File: src/pkg/sbsm_pkg.sv
package sbsm_pkg;

   // register indices; the byte address on the bus is four times the index
   localparam logic [7:0] IDX_FLAGS      = 8'h0C;
   localparam logic [7:0] IDX_BAUD_CTL   = 8'h11;
   localparam logic [7:0] IDX_DIV_HIGH   = 8'h12;
   localparam logic [7:0] IDX_DIV_LOW    = 8'h13;
   localparam logic [7:0] IDX_RX_BUF     = 8'h14;
   localparam logic [7:0] IDX_TX_BUF     = 8'h15;
   localparam logic [7:0] IDX_TX_CTL     = 8'h16;
   localparam logic [7:0] IDX_RX_CTL     = 8'h17;
   localparam logic [7:0] IDX_ENABLES    = 8'h8C;

   // peripheral_flags_one / peripheral_enables_one
   localparam int FLG_RX_DONE    = 5;
   localparam int FLG_TX_EMPTY   = 4;
   // baud_control
   localparam int BC_RX_IDLE     = 6;
   localparam int BC_CLK_POL     = 5;
   localparam int BC_WIDE_DIV    = 3;
   localparam int BC_WAKE        = 1;
   // transmit_control_status
   localparam int TX_CLK_MASTER  = 7;
   localparam int TX_NINE        = 6;
   localparam int TX_ENABLE      = 5;
   localparam int TX_SYNC        = 4;
   localparam int TX_BREAK       = 3;
   localparam int TX_SHIFT_EMPTY = 1;
   localparam int TX_NINTH       = 0;
   // receive_control_status
   localparam int RC_PORT_EN     = 7;
   localparam int RC_NINE        = 6;
   localparam int RC_SINGLE      = 5;
   localparam int RC_CONT        = 4;
   localparam int RC_FRAME_ERR   = 2;
   localparam int RC_OVERRUN     = 1;
   localparam int RC_NINTH       = 0;

   localparam logic [7:0] TX_CTL_RESET  = 8'h02;
   localparam logic [7:0] REG_RESET     = 8'h00;
   // writable bit masks of the mixed registers
   localparam logic [7:0] TX_CTL_WMASK  = 8'hFD;
   localparam logic [7:0] RX_CTL_WMASK  = 8'hF8;
   localparam logic [7:0] BAUD_WMASK    = 8'h2A;

   // frame shapes, counted in bits
   localparam logic [3:0] DATA_BITS     = 4'h8;
   localparam logic [3:0] BREAK_BITS    = 4'hE;  // start, 12 zeros, stop
   localparam logic [3:0] ASYNC_BITS    = 4'hA;  // start, 8 data, stop
   localparam logic [3:0] RX_FRAME_W    = 4'hB;

   typedef enum logic [2:0] {
      ST_IDLE = 3'b000,
      ST_TX   = 3'b001,
      ST_SRX  = 3'b010,
      ST_ARX  = 3'b011,
      ST_WAKE = 3'b100
   } sbsm_state_e;

   function automatic logic sbsm_index_ok(input logic [7:0] idx);
      return idx == IDX_FLAGS || (idx >= IDX_BAUD_CTL && idx <= IDX_RX_CTL) || idx == IDX_ENABLES;
   endfunction : sbsm_index_ok

endpackage : sbsm_pkg

File: src/pkg/sbsm_baud_if.sv
`timescale 1ns/1ps
interface sbsm_baud_if #(parameter int DIV_WIDTH = 16);
   logic [DIV_WIDTH-1:0] divisor;
   logic                 restart;
   logic                 tick;
   modport gen  (input divisor, input restart, output tick);
   modport user (output divisor, output restart, input tick);
endinterface : sbsm_baud_if

File: src/hw/sbsm_port.sv
`timescale 1ns/1ps
// Notes on behaviour
// - break frame: start, twelve zeros, stop
// - break request plus enable and a buffer write sends break frame
// - break ignores buffer data, shifts zeros
// - break request clears after break stop bit
// - buffer accepts next byte during break
// - shifter empty tracks break frames too
// - wake watches two transitions, then data
// - clock source bit makes us clock master
// - clocked mode is half duplex
// - mode bit clocked, port bit claims pins
// - polarity bit sets shift clock idle level
// - shifter loads only after last bit sent
// - one-cycle load, then buffer empty flag
// - empty flag ignores enable, cleared by write
// - shifter empty read-only, polled, no request
// - master receive samples on falling clock
// - single one word, continuous wins over single
// - receive flag set, request only if enabled
// - clearing continuous receive clears errors
module sbsm_port #(
   parameter int DIV_WIDTH = 16
) (
   input  wire logic        pclk,               // system clock
   input  wire logic        presetn,            // async reset, active low
   input  wire logic        psel,               // apb select
   input  wire logic        penable,            // apb access phase
   input  wire logic        pwrite,             // apb direction
   input  wire logic [11:0] paddr,              // apb byte address
   input  wire logic [31:0] pwdata,             // apb write data
   output logic      [31:0] prdata,             // apb read data
   output logic             pready,             // apb ready
   output logic             pslverr,            // apb error, unmapped
   output logic             shift_clock_pin_out, // clock / serial out level
   output logic             shift_clock_pin_oe, // clock pin drive enable
   input  wire logic        shift_data_pin_in,  // data pin level
   output logic             shift_data_pin_out, // data pin drive level
   output logic             shift_data_pin_oe,  // data pin drive enable
   output logic             tx_irq_request,     // buffer empty and enabled
   output logic             rx_irq_request      // word received and enabled
);

   if (DIV_WIDTH != 16) begin : g_bad_width
      $error("divisor is built from two bytes, DIV_WIDTH must be 16");
   end

   sbsm_baud_if #(.DIV_WIDTH(DIV_WIDTH)) bif ();

   sbsm_baud_gen #(.DIV_WIDTH(DIV_WIDTH)) u_baud (
      .pclk    (pclk),
      .presetn (presetn),
      .bif     (bif)
   );

   // software visible state
   logic [7:0]  tx_ctl;
   logic [7:0]  rx_ctl;
   logic [7:0]  baud_ctl;
   logic [7:0]  enables;
   logic [7:0]  div_high;
   logic [7:0]  div_low;
   logic [7:0]  tx_buf;
   logic        tx_full;
   logic [7:0]  rx_buf;
   logic        rx_done;

   // shifting engine
   sbsm_pkg::sbsm_state_e state;
   logic [14:0] sh;
   logic [3:0]  bits_left;
   logic [3:0]  rx_total;
   logic [10:0] rframe;
   logic        ph;
   logic        is_break;
   logic        ck_level;
   logic        dt_meta;
   logic        dt_sync;
   logic        dt_prev;

   // one-cycle events from the engine to the register blocks
   logic        ev_store;
   logic [8:0]  ev_word;
   logic        ev_ferr;
   logic        ev_break_done;
   logic        ev_single_done;
   logic        ev_wake;

   logic [7:0]  idx;
   logic        addr_ok;
   logic        wr;
   logic        rd_access;
   logic [7:0]  rd_val;
   logic        load;
   logic        sync_mode;
   logic        master;
   logic        port_on;
   logic        rx_want;
   logic        sample_now;
   logic [10:0] rnext;
   logic [10:0] aligned;
   logic        dt_fall;
   logic        dt_rise;

   assign idx       = paddr[9:2];
   assign addr_ok   = paddr[1:0] == 2'h0 && paddr[11:10] == 2'h0 && sbsm_pkg::sbsm_index_ok(idx);
   assign wr        = psel && penable && pwrite && addr_ok;
   assign rd_access = psel && penable && !pwrite && addr_ok;
   assign pready    = 1'b1;
   assign pslverr   = psel && penable && !addr_ok;

   assign sync_mode = tx_ctl[sbsm_pkg::TX_SYNC];
   assign master    = tx_ctl[sbsm_pkg::TX_CLK_MASTER];
   assign port_on   = rx_ctl[sbsm_pkg::RC_PORT_EN];
   // continuous wins by the or; single is masked while its hardware clear is still on its way
   assign rx_want   = (rx_ctl[sbsm_pkg::RC_SINGLE] && !ev_single_done) || rx_ctl[sbsm_pkg::RC_CONT];
   assign dt_fall   = dt_prev && !dt_sync;
   assign dt_rise   = !dt_prev && dt_sync;

   // a waiting word goes to the shifter only when the shifter is idle
   assign load = state == sbsm_sync_idle() && tx_full && tx_ctl[sbsm_pkg::TX_ENABLE] && port_on
                 && (!sync_mode || master);

   function automatic sbsm_pkg::sbsm_state_e sbsm_sync_idle();
      return sbsm_pkg::ST_IDLE;
   endfunction : sbsm_sync_idle

   // falling edge of the shift clock: active-to-idle when idle is low, idle-to-active otherwise
   assign sample_now = bif.tick && (state == sbsm_pkg::ST_SRX ? (ph != baud_ctl[sbsm_pkg::BC_CLK_POL])
                                                              : (state == sbsm_pkg::ST_ARX && !ph));
   assign rnext   = sample_now ? {dt_sync, rframe[10:1]} : rframe;
   assign aligned = rnext >> (sbsm_pkg::RX_FRAME_W - rx_total + {3'h0, !sync_mode});

   assign bif.divisor = baud_ctl[sbsm_pkg::BC_WIDE_DIV] ? {div_high, div_low} : {8'h00, div_low};
   assign bif.restart = load || (state == sbsm_pkg::ST_IDLE && !sync_mode && port_on && dt_fall);

   // data pin passes two flops before any logic looks at it
   always_ff @(posedge pclk or negedge presetn) begin
      if (!presetn) begin
         dt_meta <= 1'b1;
         dt_sync <= 1'b1;
         dt_prev <= 1'b1;
      end else begin
         dt_meta <= shift_data_pin_in;
         dt_sync <= dt_meta;
         dt_prev <= dt_sync;
      end
   end

   // shifting engine: one bit takes two baud ticks in every mode
   always_ff @(posedge pclk or negedge presetn) begin
      if (!presetn) begin
         state          <= sbsm_pkg::ST_IDLE;
         sh             <= '1;
         bits_left      <= '0;
         rx_total       <= '0;
         rframe         <= '0;
         ph             <= 1'b0;
         is_break       <= 1'b0;
         ck_level       <= 1'b0;
         ev_store       <= 1'b0;
         ev_word        <= '0;
         ev_ferr        <= 1'b0;
         ev_break_done  <= 1'b0;
         ev_single_done <= 1'b0;
         ev_wake        <= 1'b0;
      end else begin
         ev_store       <= 1'b0;
         ev_ferr        <= 1'b0;
         ev_break_done  <= 1'b0;
         ev_single_done <= 1'b0;
         ev_wake        <= 1'b0;
         rframe         <= rnext;
         case (state)
            sbsm_pkg::ST_IDLE: begin
               ph       <= 1'b0;
               ck_level <= baud_ctl[sbsm_pkg::BC_CLK_POL];
               if (load) begin
                  state <= sbsm_pkg::ST_TX;
                  if (!sync_mode && tx_ctl[sbsm_pkg::TX_BREAK] && !ev_break_done) begin
                     is_break  <= 1'b1;
                     sh        <= 15'h2000;                  // zeros, stop at the end
                     bits_left <= sbsm_pkg::BREAK_BITS;
                  end else if (!sync_mode) begin
                     is_break  <= 1'b0;
                     sh        <= {5'h1F, tx_ctl[sbsm_pkg::TX_NINE] ? tx_ctl[sbsm_pkg::TX_NINTH] : 1'b1,
                                   tx_buf, 1'b0};
                     bits_left <= sbsm_pkg::ASYNC_BITS + {3'h0, tx_ctl[sbsm_pkg::TX_NINE]};
                  end else begin
                     is_break  <= 1'b0;
                     sh        <= {6'h3F, tx_ctl[sbsm_pkg::TX_NINTH], tx_buf};
                     bits_left <= sbsm_pkg::DATA_BITS + {3'h0, tx_ctl[sbsm_pkg::TX_NINE]};
                  end
               end else if (sync_mode && master && port_on && rx_want) begin
                  state     <= sbsm_pkg::ST_SRX;
                  rx_total  <= sbsm_pkg::DATA_BITS + {3'h0, rx_ctl[sbsm_pkg::RC_NINE]};
                  bits_left <= sbsm_pkg::DATA_BITS + {3'h0, rx_ctl[sbsm_pkg::RC_NINE]};
               end else if (!sync_mode && port_on && dt_fall) begin
                  if (baud_ctl[sbsm_pkg::BC_WAKE]) begin
                     state <= sbsm_pkg::ST_WAKE;
                  end else if (rx_ctl[sbsm_pkg::RC_CONT]) begin
                     state     <= sbsm_pkg::ST_ARX;
                     rx_total  <= sbsm_pkg::ASYNC_BITS + {3'h0, rx_ctl[sbsm_pkg::RC_NINE]};
                     bits_left <= sbsm_pkg::ASYNC_BITS + {3'h0, rx_ctl[sbsm_pkg::RC_NINE]};
                  end
               end
            end
            sbsm_pkg::ST_TX: begin
               if (bif.tick) begin
                  ph <= !ph;
                  if (!ph) begin
                     ck_level <= !baud_ctl[sbsm_pkg::BC_CLK_POL];
                  end else begin
                     ck_level  <= baud_ctl[sbsm_pkg::BC_CLK_POL];
                     sh        <= {1'b1, sh[14:1]};
                     bits_left <= bits_left - 4'h1;
                     if (bits_left == 4'h1) begin
                        state         <= sbsm_pkg::ST_IDLE;
                        ev_break_done <= is_break;
                     end
                  end
               end
            end
            sbsm_pkg::ST_SRX: begin
               if (bif.tick) begin
                  ph       <= !ph;
                  ck_level <= ph ? baud_ctl[sbsm_pkg::BC_CLK_POL] : !baud_ctl[sbsm_pkg::BC_CLK_POL];
                  if (ph) begin
                     bits_left <= bits_left - 4'h1;
                     if (bits_left == 4'h1) begin
                        ev_store <= 1'b1;
                        ev_word  <= aligned[8:0];
                        // continuous keeps clocking unless a word waits to go out
                        if (rx_ctl[sbsm_pkg::RC_CONT] && !(tx_full && tx_ctl[sbsm_pkg::TX_ENABLE])) begin
                           bits_left <= rx_total;
                        end else begin
                           state          <= sbsm_pkg::ST_IDLE;
                           ev_single_done <= !rx_ctl[sbsm_pkg::RC_CONT];
                        end
                     end
                  end
               end
            end
            sbsm_pkg::ST_ARX: begin
               if (bif.tick) begin
                  ph <= !ph;
                  if (!ph) begin
                     bits_left <= bits_left - 4'h1;
                     if (bits_left == rx_total && dt_sync) begin
                        state <= sbsm_pkg::ST_IDLE;          // glitch, not a start bit
                     end else if (bits_left == 4'h1) begin
                        state    <= sbsm_pkg::ST_IDLE;
                        ev_store <= 1'b1;
                        ev_word  <= aligned[8:0];
                        ev_ferr  <= !dt_sync;
                     end
                  end
               end
            end
            sbsm_pkg::ST_WAKE: begin
               if (dt_rise) begin
                  state   <= sbsm_pkg::ST_IDLE;
                  ev_wake <= 1'b1;
               end
            end
            default: begin
               state <= sbsm_pkg::ST_IDLE;
            end
         endcase
      end
   end

   // transmit buffer: a write while the shifter loads refills it at once
   always_ff @(posedge pclk or negedge presetn) begin
      if (!presetn) begin
         tx_buf  <= sbsm_pkg::REG_RESET;
         tx_full <= 1'b0;
      end else if (wr && idx == sbsm_pkg::IDX_TX_BUF) begin
         tx_buf  <= pwdata[7:0];
         tx_full <= 1'b1;
      end else if (load) begin
         tx_full <= 1'b0;
      end
   end

   // transmit control; a software write in the same cycle beats the hardware clear
   always_ff @(posedge pclk or negedge presetn) begin
      if (!presetn) begin
         tx_ctl <= sbsm_pkg::TX_CTL_RESET;
      end else begin
         if (wr && idx == sbsm_pkg::IDX_TX_CTL) begin
            tx_ctl <= pwdata[7:0] & sbsm_pkg::TX_CTL_WMASK;
         end else if (ev_break_done) begin
            tx_ctl[sbsm_pkg::TX_BREAK] <= 1'b0;
         end
      end
   end

   // receive control and status
   always_ff @(posedge pclk or negedge presetn) begin
      if (!presetn) begin
         rx_ctl <= sbsm_pkg::REG_RESET;
      end else begin
         if (wr && idx == sbsm_pkg::IDX_RX_CTL) begin
            rx_ctl[7:3] <= pwdata[7:3];
            if (!pwdata[sbsm_pkg::RC_CONT]) begin
               rx_ctl[sbsm_pkg::RC_FRAME_ERR] <= 1'b0;
               rx_ctl[sbsm_pkg::RC_OVERRUN]   <= 1'b0;
            end
         end else if (ev_single_done) begin
            rx_ctl[sbsm_pkg::RC_SINGLE] <= 1'b0;
         end
         if (ev_store && rx_done && !(rd_access && idx == sbsm_pkg::IDX_RX_BUF)) begin
            rx_ctl[sbsm_pkg::RC_OVERRUN] <= 1'b1;    // unread word kept, new one dropped
         end else if (ev_store) begin
            rx_ctl[sbsm_pkg::RC_NINTH]     <= ev_word[8];
            rx_ctl[sbsm_pkg::RC_FRAME_ERR] <= ev_ferr;
         end
      end
   end

   // receive buffer and its flag; a new word beats a read in the same cycle
   always_ff @(posedge pclk or negedge presetn) begin
      if (!presetn) begin
         rx_buf  <= sbsm_pkg::REG_RESET;
         rx_done <= 1'b0;
      end else if (ev_wake || (ev_store && (!rx_done || (rd_access && idx == sbsm_pkg::IDX_RX_BUF)))) begin
         rx_done <= 1'b1;
         if (ev_store) begin
            rx_buf <= ev_word[7:0];
         end
      end else if (rd_access && idx == sbsm_pkg::IDX_RX_BUF) begin
         rx_done <= 1'b0;
      end
   end

   // baud control, enables and divisor
   always_ff @(posedge pclk or negedge presetn) begin
      if (!presetn) begin
         baud_ctl <= sbsm_pkg::REG_RESET;
         enables  <= sbsm_pkg::REG_RESET;
         div_high <= sbsm_pkg::REG_RESET;
         div_low  <= sbsm_pkg::REG_RESET;
      end else begin
         if (wr && idx == sbsm_pkg::IDX_BAUD_CTL) begin
            baud_ctl <= pwdata[7:0] & sbsm_pkg::BAUD_WMASK;
         end else if (ev_wake) begin
            baud_ctl[sbsm_pkg::BC_WAKE] <= 1'b0;
         end
         if (wr && idx == sbsm_pkg::IDX_ENABLES) begin
            enables <= pwdata[7:0];
         end
         if (wr && idx == sbsm_pkg::IDX_DIV_HIGH) begin
            div_high <= pwdata[7:0];
         end
         if (wr && idx == sbsm_pkg::IDX_DIV_LOW) begin
            div_low <= pwdata[7:0];
         end
      end
   end

   always_comb begin
      rd_val = 8'h00;
      case (idx)
         sbsm_pkg::IDX_FLAGS: begin
            rd_val[sbsm_pkg::FLG_RX_DONE]  = rx_done;
            rd_val[sbsm_pkg::FLG_TX_EMPTY] = !tx_full;
         end
         sbsm_pkg::IDX_BAUD_CTL: begin
            rd_val = baud_ctl;
            rd_val[sbsm_pkg::BC_RX_IDLE] = state != sbsm_pkg::ST_ARX;
         end
         sbsm_pkg::IDX_DIV_HIGH: rd_val = div_high;
         sbsm_pkg::IDX_DIV_LOW:  rd_val = div_low;
         sbsm_pkg::IDX_RX_BUF:   rd_val = rx_buf;
         sbsm_pkg::IDX_TX_BUF:   rd_val = tx_buf;
         sbsm_pkg::IDX_TX_CTL: begin
            rd_val = tx_ctl;
            rd_val[sbsm_pkg::TX_SHIFT_EMPTY] = state != sbsm_pkg::ST_TX;
         end
         sbsm_pkg::IDX_RX_CTL:   rd_val = rx_ctl;
         sbsm_pkg::IDX_ENABLES:  rd_val = enables;
         default:                rd_val = 8'h00;
      endcase
   end

   // read data is captured in the setup phase so it stands through the access phase
   always_ff @(posedge pclk or negedge presetn) begin
      if (!presetn) begin
         prdata <= 32'h00000000;
      end else if (psel && !penable && !pwrite) begin
         prdata <= {24'h000000, rd_val};
      end
   end

   // pins; the flag alone never drives the request, its enable gates it
   always_comb begin
      shift_clock_pin_oe  = port_on && (sync_mode ? master : tx_ctl[sbsm_pkg::TX_ENABLE]);
      shift_clock_pin_out = sync_mode ? ck_level : (state == sbsm_pkg::ST_TX ? sh[0] : 1'b1);
      shift_data_pin_oe   = port_on && sync_mode && master && state == sbsm_pkg::ST_TX;
      shift_data_pin_out  = sh[0];
      tx_irq_request      = !tx_full && enables[sbsm_pkg::FLG_TX_EMPTY];
      rx_irq_request      = rx_done && enables[sbsm_pkg::FLG_RX_DONE];
   end

endmodule : sbsm_port

File: src/hw/sbsm_baud_gen.sv
`timescale 1ns/1ps
module sbsm_baud_gen #(
   parameter int DIV_WIDTH = 16
) (
   input wire logic pclk,        // system clock
   input wire logic presetn,     // async reset, active low
   sbsm_baud_if.gen bif          // divisor in, tick out
);

   logic [DIV_WIDTH-1:0] count;

   // restart realigns the tick grid to a shifter load or a falling edge seen on the line
   always_ff @(posedge pclk or negedge presetn) begin
      if (!presetn) begin
         count <= '0;
      end else if (bif.restart || count == bif.divisor) begin
         count <= '0;
      end else begin
         count <= count + 1'b1;
      end
   end

   // combinational, so the first bit after a restart is no longer than the rest
   assign bif.tick = !bif.restart && count == bif.divisor;

endmodule : sbsm_baud_gen

File: config.mk
export PLATFORM = sky130hd
export DESIGN_NAME = sbsm_port
export DESIGN_NICKNAME = d
export VERILOG_FILES = /design/src/pkg/sbsm_pkg.sv /design/src/pkg/sbsm_baud_if.sv /design/src/hw/sbsm_port.sv /design/src/hw/sbsm_baud_gen.sv
export SDC_FILE = /design/constraint.sdc
export NUM_CORES = 1
export LEC_CHECK = 0
export ABC_CLOCK_PERIOD_IN_PS = 4700
export BUFFER_PORTS_ARGS = -buffer_cell sky130_fd_sc_hd__buf_4
export CAP_MARGIN = 10
export CORE_AREA = 8 8 130 132
export CTS_CLUSTER_DIAMETER = 100
export CTS_CLUSTER_SIZE = 20
export DETAILED_ROUTE_END_ITERATION = 16
export DIE_AREA = 0 0 138 140
export PLACE_DENSITY = 0.83
export SLEW_MARGIN = 20
export SYNTH_ARGS = -nofsm -noshare
export SYNTH_HDL_FRONTEND = slang
export SYNTH_SLANG_ARGS = --single-unit
File: constraint.sdc
create_clock -name pclk -period 4.7 [get_ports pclk]
set_clock_uncertainty 0.05 [all_clocks]
set_input_delay 0 -clock pclk [delete_from_list [all_inputs] [get_ports pclk]]
set_output_delay 0 -clock pclk [all_outputs]
set_load 0.01 [all_outputs]
==> results.md <==
- Maximum VDD drop: 0.2643 mV
- Max Fanout on Critical Path: 18
- Sum of negative setup slack: 0 ns
- Area of the multi-input gates: 4148 µm²
- Placement row count: 45
- Crit path time final: 3.416 ns
- Setup crit end kind: flop
- Synth cell types: 78
- Largest net degree at the start of global routing: 101
- Max-cap check violation count: 0
- Fin Hold WS: 0.04195 ns
- Hold Violations, Final: 0
- Asr flop ratio synth: 1.000
- Cts repair resizes: 0
- Final ANT Viol Nets: 0
- Worst skew pair latency: 0.43 ns
- Via count: 6,476
- Pwr Density: 292.7 nW/µm²
- Status: finished clean
- First-pass GRT wire length: 33.11 mm
- Post-CTS Hold Fix Bufs: 12
- Vias in the first global route: 6,228
- CTS Root Cell: clkbuf_16
- Cell family with most CP delay: compound AO/OA/AOI/OAI gates
- Register bit total from synthesis: 140
- Routability congestion estimate: 0.8876
- Share of cells above drive strength 1: 0.2275
- Port-buffer cells: 40
- Total congestion overflow: 0
- Final HPWL DP: 14.14 mm
- Worst slew pin tran: 1.085 ns
- Io pins: 90
- Number of synthesized flops with an enable pin: 0
- YS warnings: 0
- Starting Density: 0.5370
- Area leader, netlist: dfrtp_1
- Die Span X: 138 µm
- Routed wire length: 20.59 mm
- Setup Buffers After CTS: 0
- Unrepaired setup endpoints after global routing: no
- CTS sink cnt: 140
- Worst slew margin: 0.2751
- Top FF cell, synth: dfrtp_1
- CP peak stage delay: 0.64 ns
- Drt pass-1 iters: 8
- Overall Global Routing Usage: 0.2112
- Register area: 3526 µm²
- Final-report setup violation count: 0
- ANT cells: 0
- H-tree Lvls: 4
- Post-synthesis sequential area ratio: 0.4418
- Dpl ws: 1.359 ns
- Final #Nets: 899
- Setup ws final: 1.284 ns
- Via/cell ratio: 6.197
- Cell chain of the critical path: and4bb_1 -> a2bb2oi_1 -> a211oi_1 -> nand3_2 -> mux2i_1 -> a2111o_1 -> o21ba_2 -> a22o_1
- Die area: 19,320 µm²
- Avg WL per Cell: 19.70 µm
- Crit path kind: reg -> reg
- Layout area overhead: 12.98%
- Most common cell in the netlist: dfrtp_1
- Leak Pwr: 4.063 nW
- Arrival time worst endpoint: 3.68 ns
- Area share of the largest cell type after synthesis: 0.3825
- Non-Filler Instances: 1,045
- CTS Buf Count: 17
- Chip height: 140 µm
- Post-synthesis instance area: 7981 µm²
- Tcrit/Tclk final: 0.7267
- Core area: 14,860 µm²
- HP Class: in -> reg
- Buf/Inv on CP: 0
- TritonCTS clock tree: done
- Critical path data required time: 4.97 ns
- Maximum buffer depth of the clock tree: 2
- Synth area leaders: dfrtp_1 38%, mux2_2 11%, dfstp_2 5.9%, nor2_1 3.7%, nand2_1 3.1%
- Slew Viols, Final: 0
- Post-Place Cells: 1,001
- Synth top cells by count: 122 x dfrtp_1, 79 x nor2_1, 77 x mux2_2
- Syn Area/Cell: 9.915 µm²
- Clk pin slew, worst setup/hold paths: 0.07 ns
- Fillcell total: 1,187
- Drt initial violations: 647
- Worst setup SP type: flop
- Initial antenna violation count: 0
- Cells after synthesis: 805
- Worst path slowest cell: dfrtp_1
- Fmax: 292.8 MHz
- DRC errors left: 0
==> stage by stage <==
step           utilization  cell area [µm²]  power [W]
6_report            0.6067             9017   0.002640
5_1_grt             0.6067             9017   0.002713
4_1_cts             0.6067             9017   0.002653
3_5_place_dp        0.5599             8323   0.001350
3_3_place_gp        0.5599             8323   0.001349
2_1_floorplan            -             8068   0.001304
==> layer usage <==
layer  global-route usage  routed length [µm]  up-vias
met5                    0                   0        -
met4              0.08238                 418        0
met3              0.05240                1514       40
met2               0.3410                9828      300
met1               0.2679                8829     3161
li1                     -                   -     2975
==> worst reg2reg max path, delay by kind of cell, from the launching register on <==
family,cells,cell delay (ns)
mux,1,0.29
flops,1,0.64
simple gates,2,0.79
compound gates,5,1.52
==> final cells by class <==
| cell class | instances | area share |
|---|---|---|
| clock inverter | 15 | 0.01651 |
| tap | 188 | 0.02609 |
| inverter | 17 | 0.007215 |
| timing repair buffer | 58 | 0.05203 |
| multi-input combinational | 610 | 0.4600 |
| clock buffer | 17 | 0.04718 |
| sequential | 140 | 0.3910 |
==> cells in the final DEF (no fill, tap or decap), types with 4 or more instances in the layout <==
cell and count:
or4_1 4, inv_1 15, a21oi_1 44, inv_8 4
nand3_1 28, o211ai_1 5, nand4_1 10, dlygate4sd3_1 12
and2_1 6, nor2b_1 15, buf_4 45, and3_1 8
ha_1 5, a221o_1 6, nand2b_1 6, a2bb2oi_1 4
mux2i_1 17, nand2_1 65, o22ai_1 7, a22o_1 12
o21ai_0 38, nor3_1 19, mux4_2 5, o31ai_1 4
nand3b_1 5, clkbuf_16 17, a31oi_1 4, o221ai_1 5
xnor2_1 17, dfstp_2 18, or3_1 6, mux2_2 77
xor2_1 15, dfrtp_1 122, conb_1 25, a211oi_1 5
nor2_1 79
==> where the power goes <==
part           internal, W  leakage, nW  switching [W]
clock network     0.000705        0.287       0.000596
logic            0.0000399         1.89      0.0000832
registers          0.00121         1.89     0.00000554
==> cell families after synthesis <==
kind of cell,after synthesis,share of synthesized area
multiplexers,99,0.1441
XOR/XNOR,32,0.03512
adder cells (fa/ha/maj),5,0.007838
buffers and inverters,78,0.04938
flip-flops,140,0.4418
AO/OA/AOI/OAI,177,0.1516
AND/OR/NAND/NOR,272,0.1693
other,2,0.0009409
==> sequential cells by signal (all words and copies together) (netlist names), 3 cells and up <==
| register | flops |
|---|---|
| bits_left | 4 |
| rframe | 11 |
| rx_ctl | 8 |
| enables | 8 |
| tx_buf | 8 |
| ev_word | 9 |
| state | 3 |
| tx_ctl | 7 |
| rx_total | 3 |
| rx_buf | 8 |
| div_high | 8 |
| u_baud.count | 16 |
| prdata | 8 |
| baud_ctl | 3 |
| sh | 15 |
| div_low | 8 |
==> path summary, 6_finish.rpt <==
check	startpoint	endpoint	slack [ns]	cells after the start
max in group asynchronous	presetn	sh[13]$_DFFE_PN1P_	3.34	3
min in group asynchronous	presetn	prdata[2]$_DFFE_PN0P_	0.20	2
worst max-delay path	baud_ctl[3]$_DFFE_PN0P_	ev_word[4]$_DFFE_PN0P_	1.28	8
worst max register to register	baud_ctl[3]$_DFFE_PN0P_	ev_word[4]$_DFFE_PN0P_	1.28	8
worst min-delay path	psel	prdata[4]$_DFFE_PN0P_	0.04	4
worst min register to register	dt_meta$_DFF_PN1_	dt_sync$_DFF_PN1_	0.31	0
Power figures use the tool's default switching activity.
